===== src/hdl/sdr_pkg.sv =====
// package: event codes, message layout and carrier types of the reporter
package sdr_pkg;
  // ----------------------------------------------------------------
  // event codes; all but the ready code are carried in byte 0
  // ----------------------------------------------------------------
  localparam logic [7:0] SDR_CODE_NEW_ADDR  = 8'h3C;
  localparam logic [7:0] SDR_CODE_READY     = 8'h3D;
  localparam logic [7:0] SDR_CODE_DATA_EXCH = 8'h3E;
  localparam logic [7:0] SDR_CODE_IO_FAIL   = 8'h2B;
  localparam logic [7:0] SDR_CODE_ACK_DELAY = 8'h2B;
  // ----------------------------------------------------------------
  // message layout, reset address and restart length
  // ----------------------------------------------------------------
  localparam logic [7:0] SDR_SLOT_NONE  = 8'h00;
  localparam logic [5:0] SDR_SLOT_MAX   = 6'h20;
  localparam logic [1:0] SDR_MSG_LEN    = 2'h2;
  localparam logic [1:0] SDR_MSG_LEN1   = 2'h1;
  localparam logic [6:0] SDR_ADDR_RESET = 7'h7E;
  localparam logic [7:0] SDR_RST_CYC    = 8'h10;

  // event request: code plus optional slot number
  typedef struct packed {
    logic [7:0] code;
    logic [5:0] slot;
  } sdr_evt_s;

  // one byte on the diagnostic output
  typedef struct packed {
    logic [7:0] data;
    logic       first;
    logic       last;
  } sdr_byte_s;
endpackage : sdr_pkg


===== src/hdl/sdr_reporter.sv =====
// module: diagnostic message framer of the slave reporter
`timescale 1ns/1ns
module sdr_reporter
  import sdr_pkg::*;
(
  input  wire logic        sys_clk,
  input  wire logic        rst_n,
  input  wire logic        setAddrReq,
  input  wire logic [6:0]  setAddrValue,
  input  wire logic        slaveReady,
  input  wire logic        dataExchange,
  input  wire logic        ioReadFail,
  input  wire logic        ioWriteFail,
  input  wire logic [5:0]  ioSlot,
  input  wire logic        ackDelay,
  input  wire logic [5:0]  ackSlot,
  input  wire logic        txReady,
  output logic             txValid,
  output sdr_byte_s        txByte,
  output logic             restartReq,
  output logic [6:0]       stationAddress,
  output logic [7:0]       readyCode,
  output logic             busy
);
  // ----------------------------------------------------------------
  // state and registers
  // ----------------------------------------------------------------
  typedef enum logic [1:0] {
    SDR_IDLE  = 2'b00,
    SDR_BYTE0 = 2'b01,
    SDR_BYTE1 = 2'b11,
    SDR_RESET = 2'b10
  } sdr_state_e;

  sdr_state_e state_r, state_nxt;
  sdr_evt_s   evt_r, evt_nxt;
  logic       oneByte_r, oneByte_nxt;
  logic       restart_r, restart_nxt;
  logic [7:0] rstCnt_r, rstCnt_nxt;
  logic [6:0] addr_r, addr_nxt;
  logic [6:0] pendAddr_r, pendAddr_nxt;
  logic       dxPrev_r, dxPrev_nxt;
  logic       txValid_r, txValid_nxt;
  sdr_byte_s  txByte_r, txByte_nxt;
  logic [7:0] slotByte;
  logic       dxRise;

  sdr_slot_encode u_slot (
    .slotIn   (evt_r.slot),
    .slotByte (slotByte)
  );

  assign dxRise = dataExchange && !dxPrev_r;

  // ----------------------------------------------------------------
  // next state: event priority address > io fail > ack delay > dx
  // ----------------------------------------------------------------
  // events arriving while a message is in flight are not queued; the
  // sources hold them as levels or repeat them, so nothing is buffered
  always_comb begin
    state_nxt    = state_r;
    evt_nxt      = evt_r;
    oneByte_nxt  = oneByte_r;
    restart_nxt  = 1'b0;
    rstCnt_nxt   = rstCnt_r;
    addr_nxt     = addr_r;
    pendAddr_nxt = pendAddr_r;
    dxPrev_nxt   = dataExchange;
    txValid_nxt  = txValid_r;
    txByte_nxt   = txByte_r;
    unique case (state_r)
      SDR_IDLE: begin
        if (setAddrReq) begin
          evt_nxt      = '{code: SDR_CODE_NEW_ADDR, slot: 6'h00};
          oneByte_nxt  = 1'b1;
          pendAddr_nxt = setAddrValue;
          state_nxt    = SDR_BYTE0;
        end else if (ioReadFail || ioWriteFail) begin
          evt_nxt     = '{code: SDR_CODE_IO_FAIL, slot: ioSlot};
          oneByte_nxt = 1'b0;
          state_nxt   = SDR_BYTE0;
        end else if (ackDelay) begin
          evt_nxt     = '{code: SDR_CODE_ACK_DELAY, slot: ackSlot};
          oneByte_nxt = 1'b0;
          state_nxt   = SDR_BYTE0;
        end else if (dxRise) begin
          evt_nxt     = '{code: SDR_CODE_DATA_EXCH, slot: 6'h00};
          oneByte_nxt = 1'b1;
          state_nxt   = SDR_BYTE0;
        end
        if (state_nxt == SDR_BYTE0) begin
          txValid_nxt = 1'b1;
          txByte_nxt  = '{data: evt_nxt.code, first: 1'b1,
                          last: oneByte_nxt};
        end
      end
      SDR_BYTE0: begin
        if (txReady) begin
          if (oneByte_r) begin
            txValid_nxt = 1'b0;
            if (evt_r.code == SDR_CODE_NEW_ADDR) begin
              state_nxt  = SDR_RESET;
              rstCnt_nxt = SDR_RST_CYC;
            end else begin
              state_nxt = SDR_IDLE;
            end
          end else begin
            txByte_nxt = '{data: slotByte, first: 1'b0, last: 1'b1};
            state_nxt  = SDR_BYTE1;
          end
        end
      end
      SDR_BYTE1: begin
        if (txReady) begin
          txValid_nxt = 1'b0;
          state_nxt   = SDR_IDLE;
        end
      end
      SDR_RESET: begin
        // restart pulse held; address swaps only once the restart ends
        restart_nxt = 1'b1;
        rstCnt_nxt  = rstCnt_r - 8'h01;
        if (rstCnt_r == 8'h01) begin
          addr_nxt    = pendAddr_r;
          restart_nxt = 1'b0;
          state_nxt   = SDR_IDLE;
        end
      end
      default: state_nxt = SDR_IDLE;
    endcase
  end

  // ----------------------------------------------------------------
  // registers
  // ----------------------------------------------------------------
  always_ff @(posedge sys_clk) begin
    if (!rst_n) begin
      state_r    <= SDR_IDLE;
      evt_r      <= '0;
      oneByte_r  <= 1'b0;
      restart_r  <= 1'b0;
      rstCnt_r   <= 8'h00;
      addr_r     <= SDR_ADDR_RESET;
      pendAddr_r <= SDR_ADDR_RESET;
      dxPrev_r   <= 1'b0;
      txValid_r  <= 1'b0;
      txByte_r   <= '0;
    end else begin
      state_r    <= state_nxt;
      evt_r      <= evt_nxt;
      oneByte_r  <= oneByte_nxt;
      restart_r  <= restart_nxt;
      rstCnt_r   <= rstCnt_nxt;
      addr_r     <= addr_nxt;
      pendAddr_r <= pendAddr_nxt;
      dxPrev_r   <= dxPrev_nxt;
      txValid_r  <= txValid_nxt;
      txByte_r   <= txByte_nxt;
    end
  end

  // ready code is internal status only and never enters the tx path
  logic [7:0] readyCode_r;
  logic       busy_r;
  always_ff @(posedge sys_clk) begin
    if (!rst_n) begin
      readyCode_r <= 8'h00;
      busy_r      <= 1'b0;
    end else begin
      readyCode_r <= slaveReady ? SDR_CODE_READY : 8'h00;
      busy_r      <= (state_nxt != SDR_IDLE);
    end
  end

  assign txValid        = txValid_r;
  assign txByte         = txByte_r;
  assign restartReq     = restart_r;
  assign stationAddress = addr_r;
  assign readyCode      = readyCode_r;
  assign busy           = busy_r;
endmodule : sdr_reporter


===== src/hdl/sdr_slot_encode.sv =====
// module: slot number to module/slot byte encoder
`timescale 1ns/1ns
module sdr_slot_encode
  import sdr_pkg::*;
(
  input  wire logic [5:0] slotIn,
  output logic      [7:0] slotByte
);
  // ----------------------------------------------------------------
  // encoder
  // ----------------------------------------------------------------
  // out of range numbers are reported as unknown rather than aliased
  always_comb begin
    if (slotIn == 6'h00 || slotIn > SDR_SLOT_MAX) begin
      slotByte = SDR_SLOT_NONE;
    end else begin
      slotByte = {2'b00, slotIn};
    end
  end
endmodule : sdr_slot_encode


===== config.mk =====
export PLATFORM = sky130hd
export DESIGN_NAME = sdr_reporter
export DESIGN_NICKNAME = d
export VERILOG_FILES = /design/src/hdl/sdr_pkg.sv /design/src/hdl/sdr_reporter.sv /design/src/hdl/sdr_slot_encode.sv
export SDC_FILE = /design/constraint.sdc
export NUM_CORES = 1
export LEC_CHECK = 0
export BUFFER_PORTS_ARGS = -buffer_cell sky130_fd_sc_hd__buf_2
export CAP_MARGIN = 20
export CORE_MARGIN = 4
export CORE_UTILIZATION = 53
export CTS_CLUSTER_SIZE = 10
export DETAILED_ROUTE_END_ITERATION = 6
export PLACE_DENSITY = 0.84
export SKIP_CTS_REPAIR_TIMING = 1
export SLEW_MARGIN = 0
export SYNTH_ARGS = -nofsm -noshare
export SYNTH_HDL_FRONTEND = slang
export SYNTH_HIERARCHICAL = 1
export SYNTH_SLANG_ARGS = --single-unit

===== constraint.sdc =====
create_clock -name sys_clk -period 1.8 [get_ports sys_clk]
set_clock_uncertainty 0.05 [all_clocks]
set_input_delay 0.18 -clock sys_clk [delete_from_list [all_inputs] [get_ports sys_clk]]
set_output_delay 0.18 -clock sys_clk [all_outputs]
set_load 0.01 [all_outputs]

==> results.cfg, run 1 <==
[power_and_ir_drop]
p_total_mw = 2.56
p_per_area_nw_per_um2 = 907
seqPwrFrac_pct = 53.6
p_leak_nw = 1.23
power.switching_mw = 0.760
swShare_pct = 29.7
combPwrFrac_pct = 19.2
clockPowerShare_pct = 27.2
ir_drop_mv = 0.325
power.internal_mw = 1.80

[routing]
num_vias = 1989
drc = 0
antenna_left = 0
drt_iter0_drc = 120
via_per_inst = 5.43
drt-wirelength-per-cell_um = 13.5
routed_wl_mm = 4.93
first_pass_iters = 4

[sta]
slew_headroom_pct = 64.9
max_freq_mhz = 599
finalMaxSlewViolations = 0
finalHoldViolCount = 0
finalSetupViolations = 0
tightest_slew_ns = 0.526
fin_crit_sh_pct = 92.7
period_needed_ns = 1.67
tns_ns = 0
worst_slack_ns = 0.131
rsz0062_at_grt = no

[floorplan]
dieArea_um2 = 5770
die_w_um = 76.0
fp.dieH_um = 76.0
initial_core_util_pct = 55.4
rows = 24
core_area_um2 = 4410
ioPinCount = 56

[place]
dp_hpwl_mm = 3.63
pre_cts_ws_ns = 0.0923
numPortBuffers = 52
gp_congestion = 0.818

[clock_network]
numCtsBuffers = 5
clock_latency_ns = 0.32
cts_sinks = 54
clock-root-buffer = clkbuf_8
cts_buffer_depth = 2
cts_tree = done
clk_pin_slew_ns = 0.10
h-tree-depth = 2

[grt]
grt_pass1_vias = 1914
grt_use_total_pct = 17.7
grt_pass1_wl_mm = 8.67
antenna_found_initial = 0
grt_overflow = 0
grt_max_degree = 28

[synthesis]
yosysWarningCount = 6
netlist_top_cells_area = dfxtp_1, nand2_1, mux2i_1
synth-edff-count = 0
syn_area_um2 = 2450
synth_flop_cell = dfxtp_1
yosysSeqAreaShare_pct = 44.2
ys_ff_latch = 54
synth_top_area_cell = dfxtp_1
async_reset_ff_share_pct = 0
synth_top_cell_area_share_pct = 44.2
synth.distinct_cells = 55
postSynthCellCount = 264
syn_avg_cell_area_um2 = 9.27

[hold_path]
hold_depth = 3
hp-class = input port to register
holdPathEnd = pendAddr_r[4]
worstHoldStart = setAddrValue[4]

[setup_path]
path_max_fanout = 12
start_kind = register
ff2ff_setup_slack_ns = 0.13
required_ns = 1.96
crit_type = register to register
reg2reg_depth = 3
endpoint_kind = register
arrival_ns = 1.83
r2r-end = txByte[4]
r2r_start = state_r[0]

[final_layout]
nets = 343
drive_above_1_share_pct = 29.9
area_growth_pct = 15.3
diodes = 0

[job]
drv_cap = 0

[run_status]
status = finished clean
==> worst max-delay path, stage by stage, from the launching register on <==
cell and delay, ns:
dfxtp_1 0.57, nor2b_1 0.51, o32ai_2 0.18, o221a_1 0.25
==> worst max path at each step <==
| stage | startpoint | end | slack, ns |
|---|---|---|---|
| final | state_r[0] | txByte[4] | 0.13 |
| after floorplan | evt_r[12] | rstCnt_r[3] | 0.24 |
| after global routing | state_r[0] | txByte[4] | 0.006 |
| after CTS | dxPrev_r | evt_r[3] | 0.09 |
| after global placement | ioWriteFail | evt_r[3] | 0.09 |
| after detailed placement | ioWriteFail | evt_r[3] | 0.09 |
==> logic make-up (layout without fill, tap and decap cells) <==
kind of cell	Yosys count	after routing	share of synthesized area [%]
adders and majority gates	2	2	1.02
DFF	54	54	44.2
xor gates and xnor gates	4	4	1.43
buffers and inverters	24	71	5.57
other	2	5	0.307
AOI/OAI and AO/OA	54	54	18.0
muxes	8	8	3.27
and+or+nand+nor	116	116	26.2
==> area by class of cell <==
type / count / area, um^2
Clock buffer: 5 / 68.8
Clock inverter: 3 / 23.8
Fill cell: 371 / 1590
Inverter: 3 / 11.3
Multi-Input combinational cell: 189 / 1250
Sequential cell: 54 / 1080
Tap cell: 52 / 65.1
Timing Repair Buffer: 60 / 320
==> cell usage after synthesis, types with 2 or more instances <==
master	number
dfxtp_1	54
nand2_1	39
nand3_1	16
nor2_1	11
buf_4	9
o21ai_0	9
mux2i_1	8
o21a_1	8
a211o_1	7
clkbuf_1	7
nor2b_1	7
a21boi_2	6
a21oi_1	6
and2_1	6
nor3_1	6
and2b_2	5
nand2b_1	5
and3_1	4
buf_2	4
inv_1	3
nor3b_1	3
o221a_1	3
xor2_1	3
conb_1	2
ha_1	2
o221a_2	2
==> routing by layer <==
layer  share of wire, %  global-route usage (%)
met5                  0                       0
met4                1.5                    6.58
met2                 48                    29.6
met1                 43                    21.7
met3                6.9                    4.50
==> state kept, by name (all words and copies together), names as in the netlist, 2 cells and up <==
register / count
evt_r: 14
txByte: 10
rstCnt_r: 8
pendAddr_r: 7
stationAddress: 7
state_r: 2
==> through the flow <==
stage / cell area (um^2) / hold WS (ns) / instances / util [%]
2_1_floorplan: 2460 / 0.252 / 267 / -
3_3_place_gp: 2720 / 0.340 / 358 / 61.6
3_5_place_dp: 2720 / 0.344 / 358 / 61.6
4_1_cts: 2810 / 0.0115 / 366 / 63.7
5_1_grt: 2820 / 0.00894 / 366 / 63.9
6_report: 2820 / 0.0116 / 366 / 63.9
==> placed cells by master (no fill, tap or decap), types with 2 or more instances in the layout <==
cell        synthesis  final
a211o_1             7      7
a21oi_1             6      6
a21boi_2            6      6
nor2b_1             7      6
nor3_2              1      2
mux2i_1             8      8
o221a_2             2      2
nand2_1            39     39
o21a_1              8      8
nor3b_1             3      3
nand3_1            16     16
xor2_1              3      3
nor2_1             11     11
buf_4               9      8
o221a_1             3      3
conb_1              2      5
and2b_2             5      5
buf_2               4     52
ha_1                2      2
inv_1               3      3
nor3_1              6      5
nand2b_1            5      4
clkinvlp_4          0      2
and3_1              4      4
o21ai_0             9      9
clkbuf_8            0      5
and2_1              6      6
dfxtp_1            54     54
==> power groups by stage <==
stage	logic (mW)	clock network [mW]	registers [mW]
global placement	0.482	0	1.39
global route	0.552	0.761	1.39
CTS	0.492	0.711	1.37
finish	0.492	0.696	1.37
floorplan	0.343	0	1.39
detailed placement	0.489	0	1.40
No activity file was read; power rests on OpenSTA's default activity.
==> run 2, diff against run 1 <==
- SYNTH_HIERARCHICAL: 1 -> default
==> results.cfg, run 2 <==
[place]
dp_hpwl_mm = 3.83
numPortBuffers = 52
dpl_cell_area_um2 = 2660
gp_congestion = 0.851

[power_and_ir_drop]
ir_drop_mv = 0.808
power.switching_mw = 0.795
p_leak_nw = 1.27
swShare_pct = 27.0
p_per_area_nw_per_um2 = 1050
power.internal_mw = 2.15
p_total_mw = 2.94
clockPowerShare_pct = 33.5
seqPwrFrac_pct = 47.4
combPwrFrac_pct = 19.1

[hold_path]
hold_depth = 3
holdPathEnd = pendAddr_r[5]
hp-class = input port to register
worstHoldStart = setAddrValue[5]

[final_layout]
nets = 358
largest_reg_flops = 14
final_cell_mix = dfxtp_1, buf_2, nand2_1
fillers = 387
regArea_um2 = 1080
multiInputGateArea_um2 = 1130
layout_commonest_cell = dfxtp_1
regMostFlops = evt_r
drive_above_1_share_pct = 25.5
diodes = 0
area_growth_pct = 18.4
fin_area_um2 = 2810

[synthesis]
yosysWarningCount = 0
postSynthCellCount = 275
synth_top_cell_area_share_pct = 45.5
syn_avg_cell_area_um2 = 8.64
async_reset_ff_share_pct = 0
synth_commonest_cells = dfxtp_1, nand2_1, nor2_1
netlist_top_cells_area = dfxtp_1, nand2_1, o21ai_0
synth_flop_cell = dfxtp_1
syn_area_um2 = 2380
ys_ff_latch = 54
synth-edff-count = 0
yosysSeqAreaShare_pct = 45.5
synth_top_area_cell = dfxtp_1
synth.distinct_cells = 50
yosysMostFrequentCell = dfxtp_1

[sta]
finalSetupViolations = 0
max_freq_mhz = 601
whs_ns = 0.0148
period_needed_ns = 1.67
finalHoldViolCount = 0
tightest_slew_ns = 0.508
tns_ns = 0
slew_headroom_pct = 65.9
fin_crit_sh_pct = 92.5
finalMaxSlewViolations = 0
rsz0062_at_grt = no

[routing]
drc = 0
num_vias = 2076
routed_wl_mm = 5.10
first_pass_iters = 4
drt-wirelength-per-cell_um = 13.4
via_per_inst = 5.45
drt_iter0_drc = 129
antenna_left = 0

[grt]
grt_pass1_vias = 1937
antenna_found_initial = 0
grt_pass1_wl_mm = 8.56
grt_use_total_pct = 19.6
grt_overflow = 0
grt_max_degree = 21

[setup_path]
r2r-end = rstCnt_r[6]
reg2reg_depth = 4
crit_type = register to register
slowest_stage = or4b_4
endpoint_kind = register
path_max_fanout = 5
crit_chain = or4b_4 > nor4_4 > nand2b_2 > nor2_1
ff2ff_setup_slack_ns = 0.13
r2r_start = evt_r[6]
required_ns = 1.95
arrival_ns = 1.82
cpPeakStageDelay_ns = 0.54
start_kind = register

[clock_network]
clock_latency_ns = 0.31
cts_sinks = 54
cts_tree = done
clk_pin_slew_ns = 0.10
h-tree-depth = 2
clock-root-buffer = clkbuf_8
numCtsBuffers = 5
cts_buffer_depth = 2

[floorplan]
ioPinCount = 56
initial_core_util_pct = 54.6
fp.dieH_um = 75.0
dieArea_um2 = 5620
die_w_um = 75.0
core_area_um2 = 4350
rows = 24

[job]
drv_cap = 0

[run_status]
status = finished clean
## run 2: logic make-up after synthesis
kind of cell / share of synthesized area, %
other: 0.158
xor gates and xnor gates: 1.84
muxes: 3.37
and+or+nand+nor: 25.9
AOI/OAI and AO/OA: 14.7
buffers and inverters: 7.42
adders and majority gates: 1.05
DFF: 45.5
## run 2: how the worst max path moves through the flow
stage | startpoint | slack (ns) | depth (start not counted) | to
after floorplan | evt_r[12] | 0.22 | 4 | rstCnt_r[2]
after detailed placement | evt_r[6] | 0.08 | 4 | rstCnt_r[6]
after global placement | ioWriteFail | 0.11 | 5 | txByte[7]
final | evt_r[6] | 0.13 | 4 | rstCnt_r[6]
after global routing | state_r[1] | 0.009 | 4 | txByte[4]
after CTS | evt_r[6] | 0.07 | 4 | rstCnt_r[2]
## run 2: stage by stage
step / setup slack (ns) / utilization [%] / std cells
global placement: 0.107 / 61.2 / 373
CTS: 0.0683 / 64.5 / 381
floorplan: 0.221 / - / 277
detailed placement: 0.0770 / 61.2 / 373
finish: 0.135 / 64.6 / 381
global route: 0.00861 / 64.6 / 381
## run 2: power groups by stage
stage | combinational, mW | clock [mW] | sequential [mW]
after floorplan | 0.392 | 0 | 1.41
after global placement | 0.547 | 0 | 1.42
after detailed placement | 0.560 | 0 | 1.42
after CTS | 0.562 | 0.993 | 1.40
after global routing | 0.641 | 1.04 | 1.41
final | 0.561 | 0.985 | 1.40
## run 2: final cells by class
type	count	area share, %
Sequential cell	54	38.4
Multi-Input combinational cell	193	40.3
Tap cell	52	2.31
Clock inverter	2	2.13
Inverter	9	1.20
Clock buffer	6	2.93
Timing Repair Buffer	65	12.7
## run 2: worst max-delay path, delay by kind of cell (launching register included)
| kind | cells | cell delay [ns] |
|---|---|---|
| and+or+nand+nor | 4 | 1.17 |
| DFF | 1 | 0.34 |
## run 2: layer usage
metal | wire length (um) | track usage [%]
met2 | 2410 | 31.1
met1 | 2380 | 26.1
met5 | 0 | 0
met3 | 215 | 4.54
met4 | 95 | 6.92
==> run 3, diff against run 2 <==
- CORE_MARGIN: 4 -> default
- CORE_UTILIZATION: 53 -> 55
- CTS_BUF_LIST: default -> sky130_fd_sc_hd__clkbuf_2 sky130_fd_sc_hd__clkbuf_4 sky130_fd_sc_hd__clkbuf_8
- PLACE_DENSITY: 0.84 -> 0.86
==> results.cfg, run 3 (same netlist as run 2, synthesis figures left out) <==
[final_layout]
post-route-util_pct = 68.3
area_growth_pct = 17.5
largest_reg_flops = 14
diodes = 0
layout_commonest_cell = dfxtp_1
regMostFlops = evt_r
fin_area_um2 = 2790
drive_above_1_share_pct = 25.8
fin_cells = 380
nets = 359
final_cell_mix = dfxtp_1, buf_2, nand2_1

[floorplan]
initial_core_util_pct = 58.1
core_area_um2 = 4090
rows = 23
fp.dieH_um = 67.7
dieArea_um2 = 4590
die_w_um = 67.7
ioPinCount = 56

[sta]
max_freq_mhz = 588
tightest_slew_ns = 0.530
worst_slack_ns = 0.100
fin_crit_sh_pct = 94.4
finalMaxSlewViolations = 0
tns_ns = 0
slew_headroom_pct = 64.4
rsz0062_at_grt = no
finalSetupViolations = 0
finalHoldViolCount = 0
period_needed_ns = 1.70

[setup_path]
crit_chain = or4b_4 > nor4_4 > nand2b_2 > nor2_1
cp.depth = 4
r2r-end = rstCnt_r[6]
slowest_stage = or4b_4
start_kind = register
required_ns = 1.97
critical-path-top-delay-family = simple AND/OR/NAND/NOR gates
crit_type = register to register
crit_buf_inv = 0
ff2ff_setup_slack_ns = 0.10
endpoint_kind = register
path_max_fanout = 5
r2r_start = evt_r[12]
worstSetupStartpoint = evt_r[12]
cpPeakStageDelay_ns = 0.56
arrival_ns = 1.87
reg2reg_depth = 4
cp-endpoint = rstCnt_r[6]

[routing]
antenna_left = 0
drt-wirelength-per-cell_um = 13.3
num_vias = 2095
routed_wl_mm = 5.04
drt_iter0_drc = 87
drc = 0
first_pass_iters = 4
via_per_inst = 5.51

[grt]
grt_use_total_pct = 24.1
grt_max_degree = 20
antenna_found_initial = 0
grt_pass1_wl_mm = 8.08
grt_pass1_vias = 1826
grt_overflow = 0

[run_status]
status = finished clean

[place]
numPortBuffers = 52
gp_congestion = 0.899
pre_cts_ws_ns = 0.0552
placedCellCount = 372
dp_hpwl_mm = 3.80
dpl_cell_area_um2 = 2670

[clock_network]
clock_latency_ns = 0.32
cts_buffer_depth = 2
numCtsBuffers = 5
clock-root-buffer = clkbuf_8
h-tree-depth = 2
cts_sinks = 54
clk_pin_slew_ns = 0.10
cts_tree = done

[hold_path]
hp-class = input port to register

[power_and_ir_drop]
seqPwrFrac_pct = 49.3
clockPowerShare_pct = 30.0
power.switching_mw = 0.830
combPwrFrac_pct = 20.6
power.internal_mw = 1.98
p_leak_nw = 1.26
ir_drop_mv = 0.622
swShare_pct = 29.5
p_per_area_nw_per_um2 = 1010

[job]
drv_cap = 0
run 3: cell count changes in the layout (fill, tap and decap cells not counted):
cell,previous run,this run
clkbuf_8,6,5
inv_6,0,2
bufinv_16,2,1
buf_4,13,14
run 3: area by class of cell:
| class | count | area [um^2] |
|---|---|---|
| multi-input combinational | 193 | 1130 |
| timing repair buffer | 66 | 365 |
| inverter | 9 | 33.8 |
| clock inverter | 3 | 47.5 |
| tap | 50 | 62.6 |
| fill | 327 | 1290 |
| sequential | 54 | 1080 |
| clock buffer | 5 | 68.8 |
run 3: stage by stage:
stage | total power [mW] | hold slack, ns
2_1_floorplan | 1.80 | 0.252
3_3_place_gp | 1.96 | 0.336
3_5_place_dp | 1.99 | 0.345
4_1_cts | 2.83 | -0.000412
5_1_grt | 2.95 | 0.000515
6_report | 2.81 | 0.00838
run 3: worst min path at each step:
stage	slack, ns	end	cells past startpoint	from
6_report	0.008	pendAddr_r[5]	3	setAddrValue[5]
2_1_floorplan	0.25	dxPrev_r	1	dataExchange
4_1_cts	-0.0004	pendAddr_r[5]	3	setAddrValue[5]
3_5_place_dp	0.34	readyCode[4]	2	slaveReady
3_3_place_gp	0.34	readyCode[4]	2	slaveReady
5_1_grt	0.0005	pendAddr_r[3]	3	setAddrValue[3]
run 3: power by group through the flow:
stage	logic, mW	registers, mW	clock network, mW
after floorplan	0.392	1.41	0
after global placement	0.553	1.41	0
after detailed placement	0.575	1.41	0
after CTS	0.578	1.39	0.863
after global routing	0.647	1.40	0.901
final	0.580	1.39	0.844
run 3: worst reg2reg max path, stage by stage (launching register included):
cell      delay, ns
dfxtp_1        0.33
or4b_4         0.56
nor4_4         0.36
nand2b_2       0.24
nor2_1         0.06
run 3: metal layers:
metal | wire length, um | vias up | GRT usage [%]
li1 | - | 1049 | -
met1 | 2310 | 983 | 30.1
met2 | 2420 | 57 | 38.1
met3 | 239 | 6 | 7.09
met4 | 64 | 0 | 10.9
met5 | 0 | - | 0
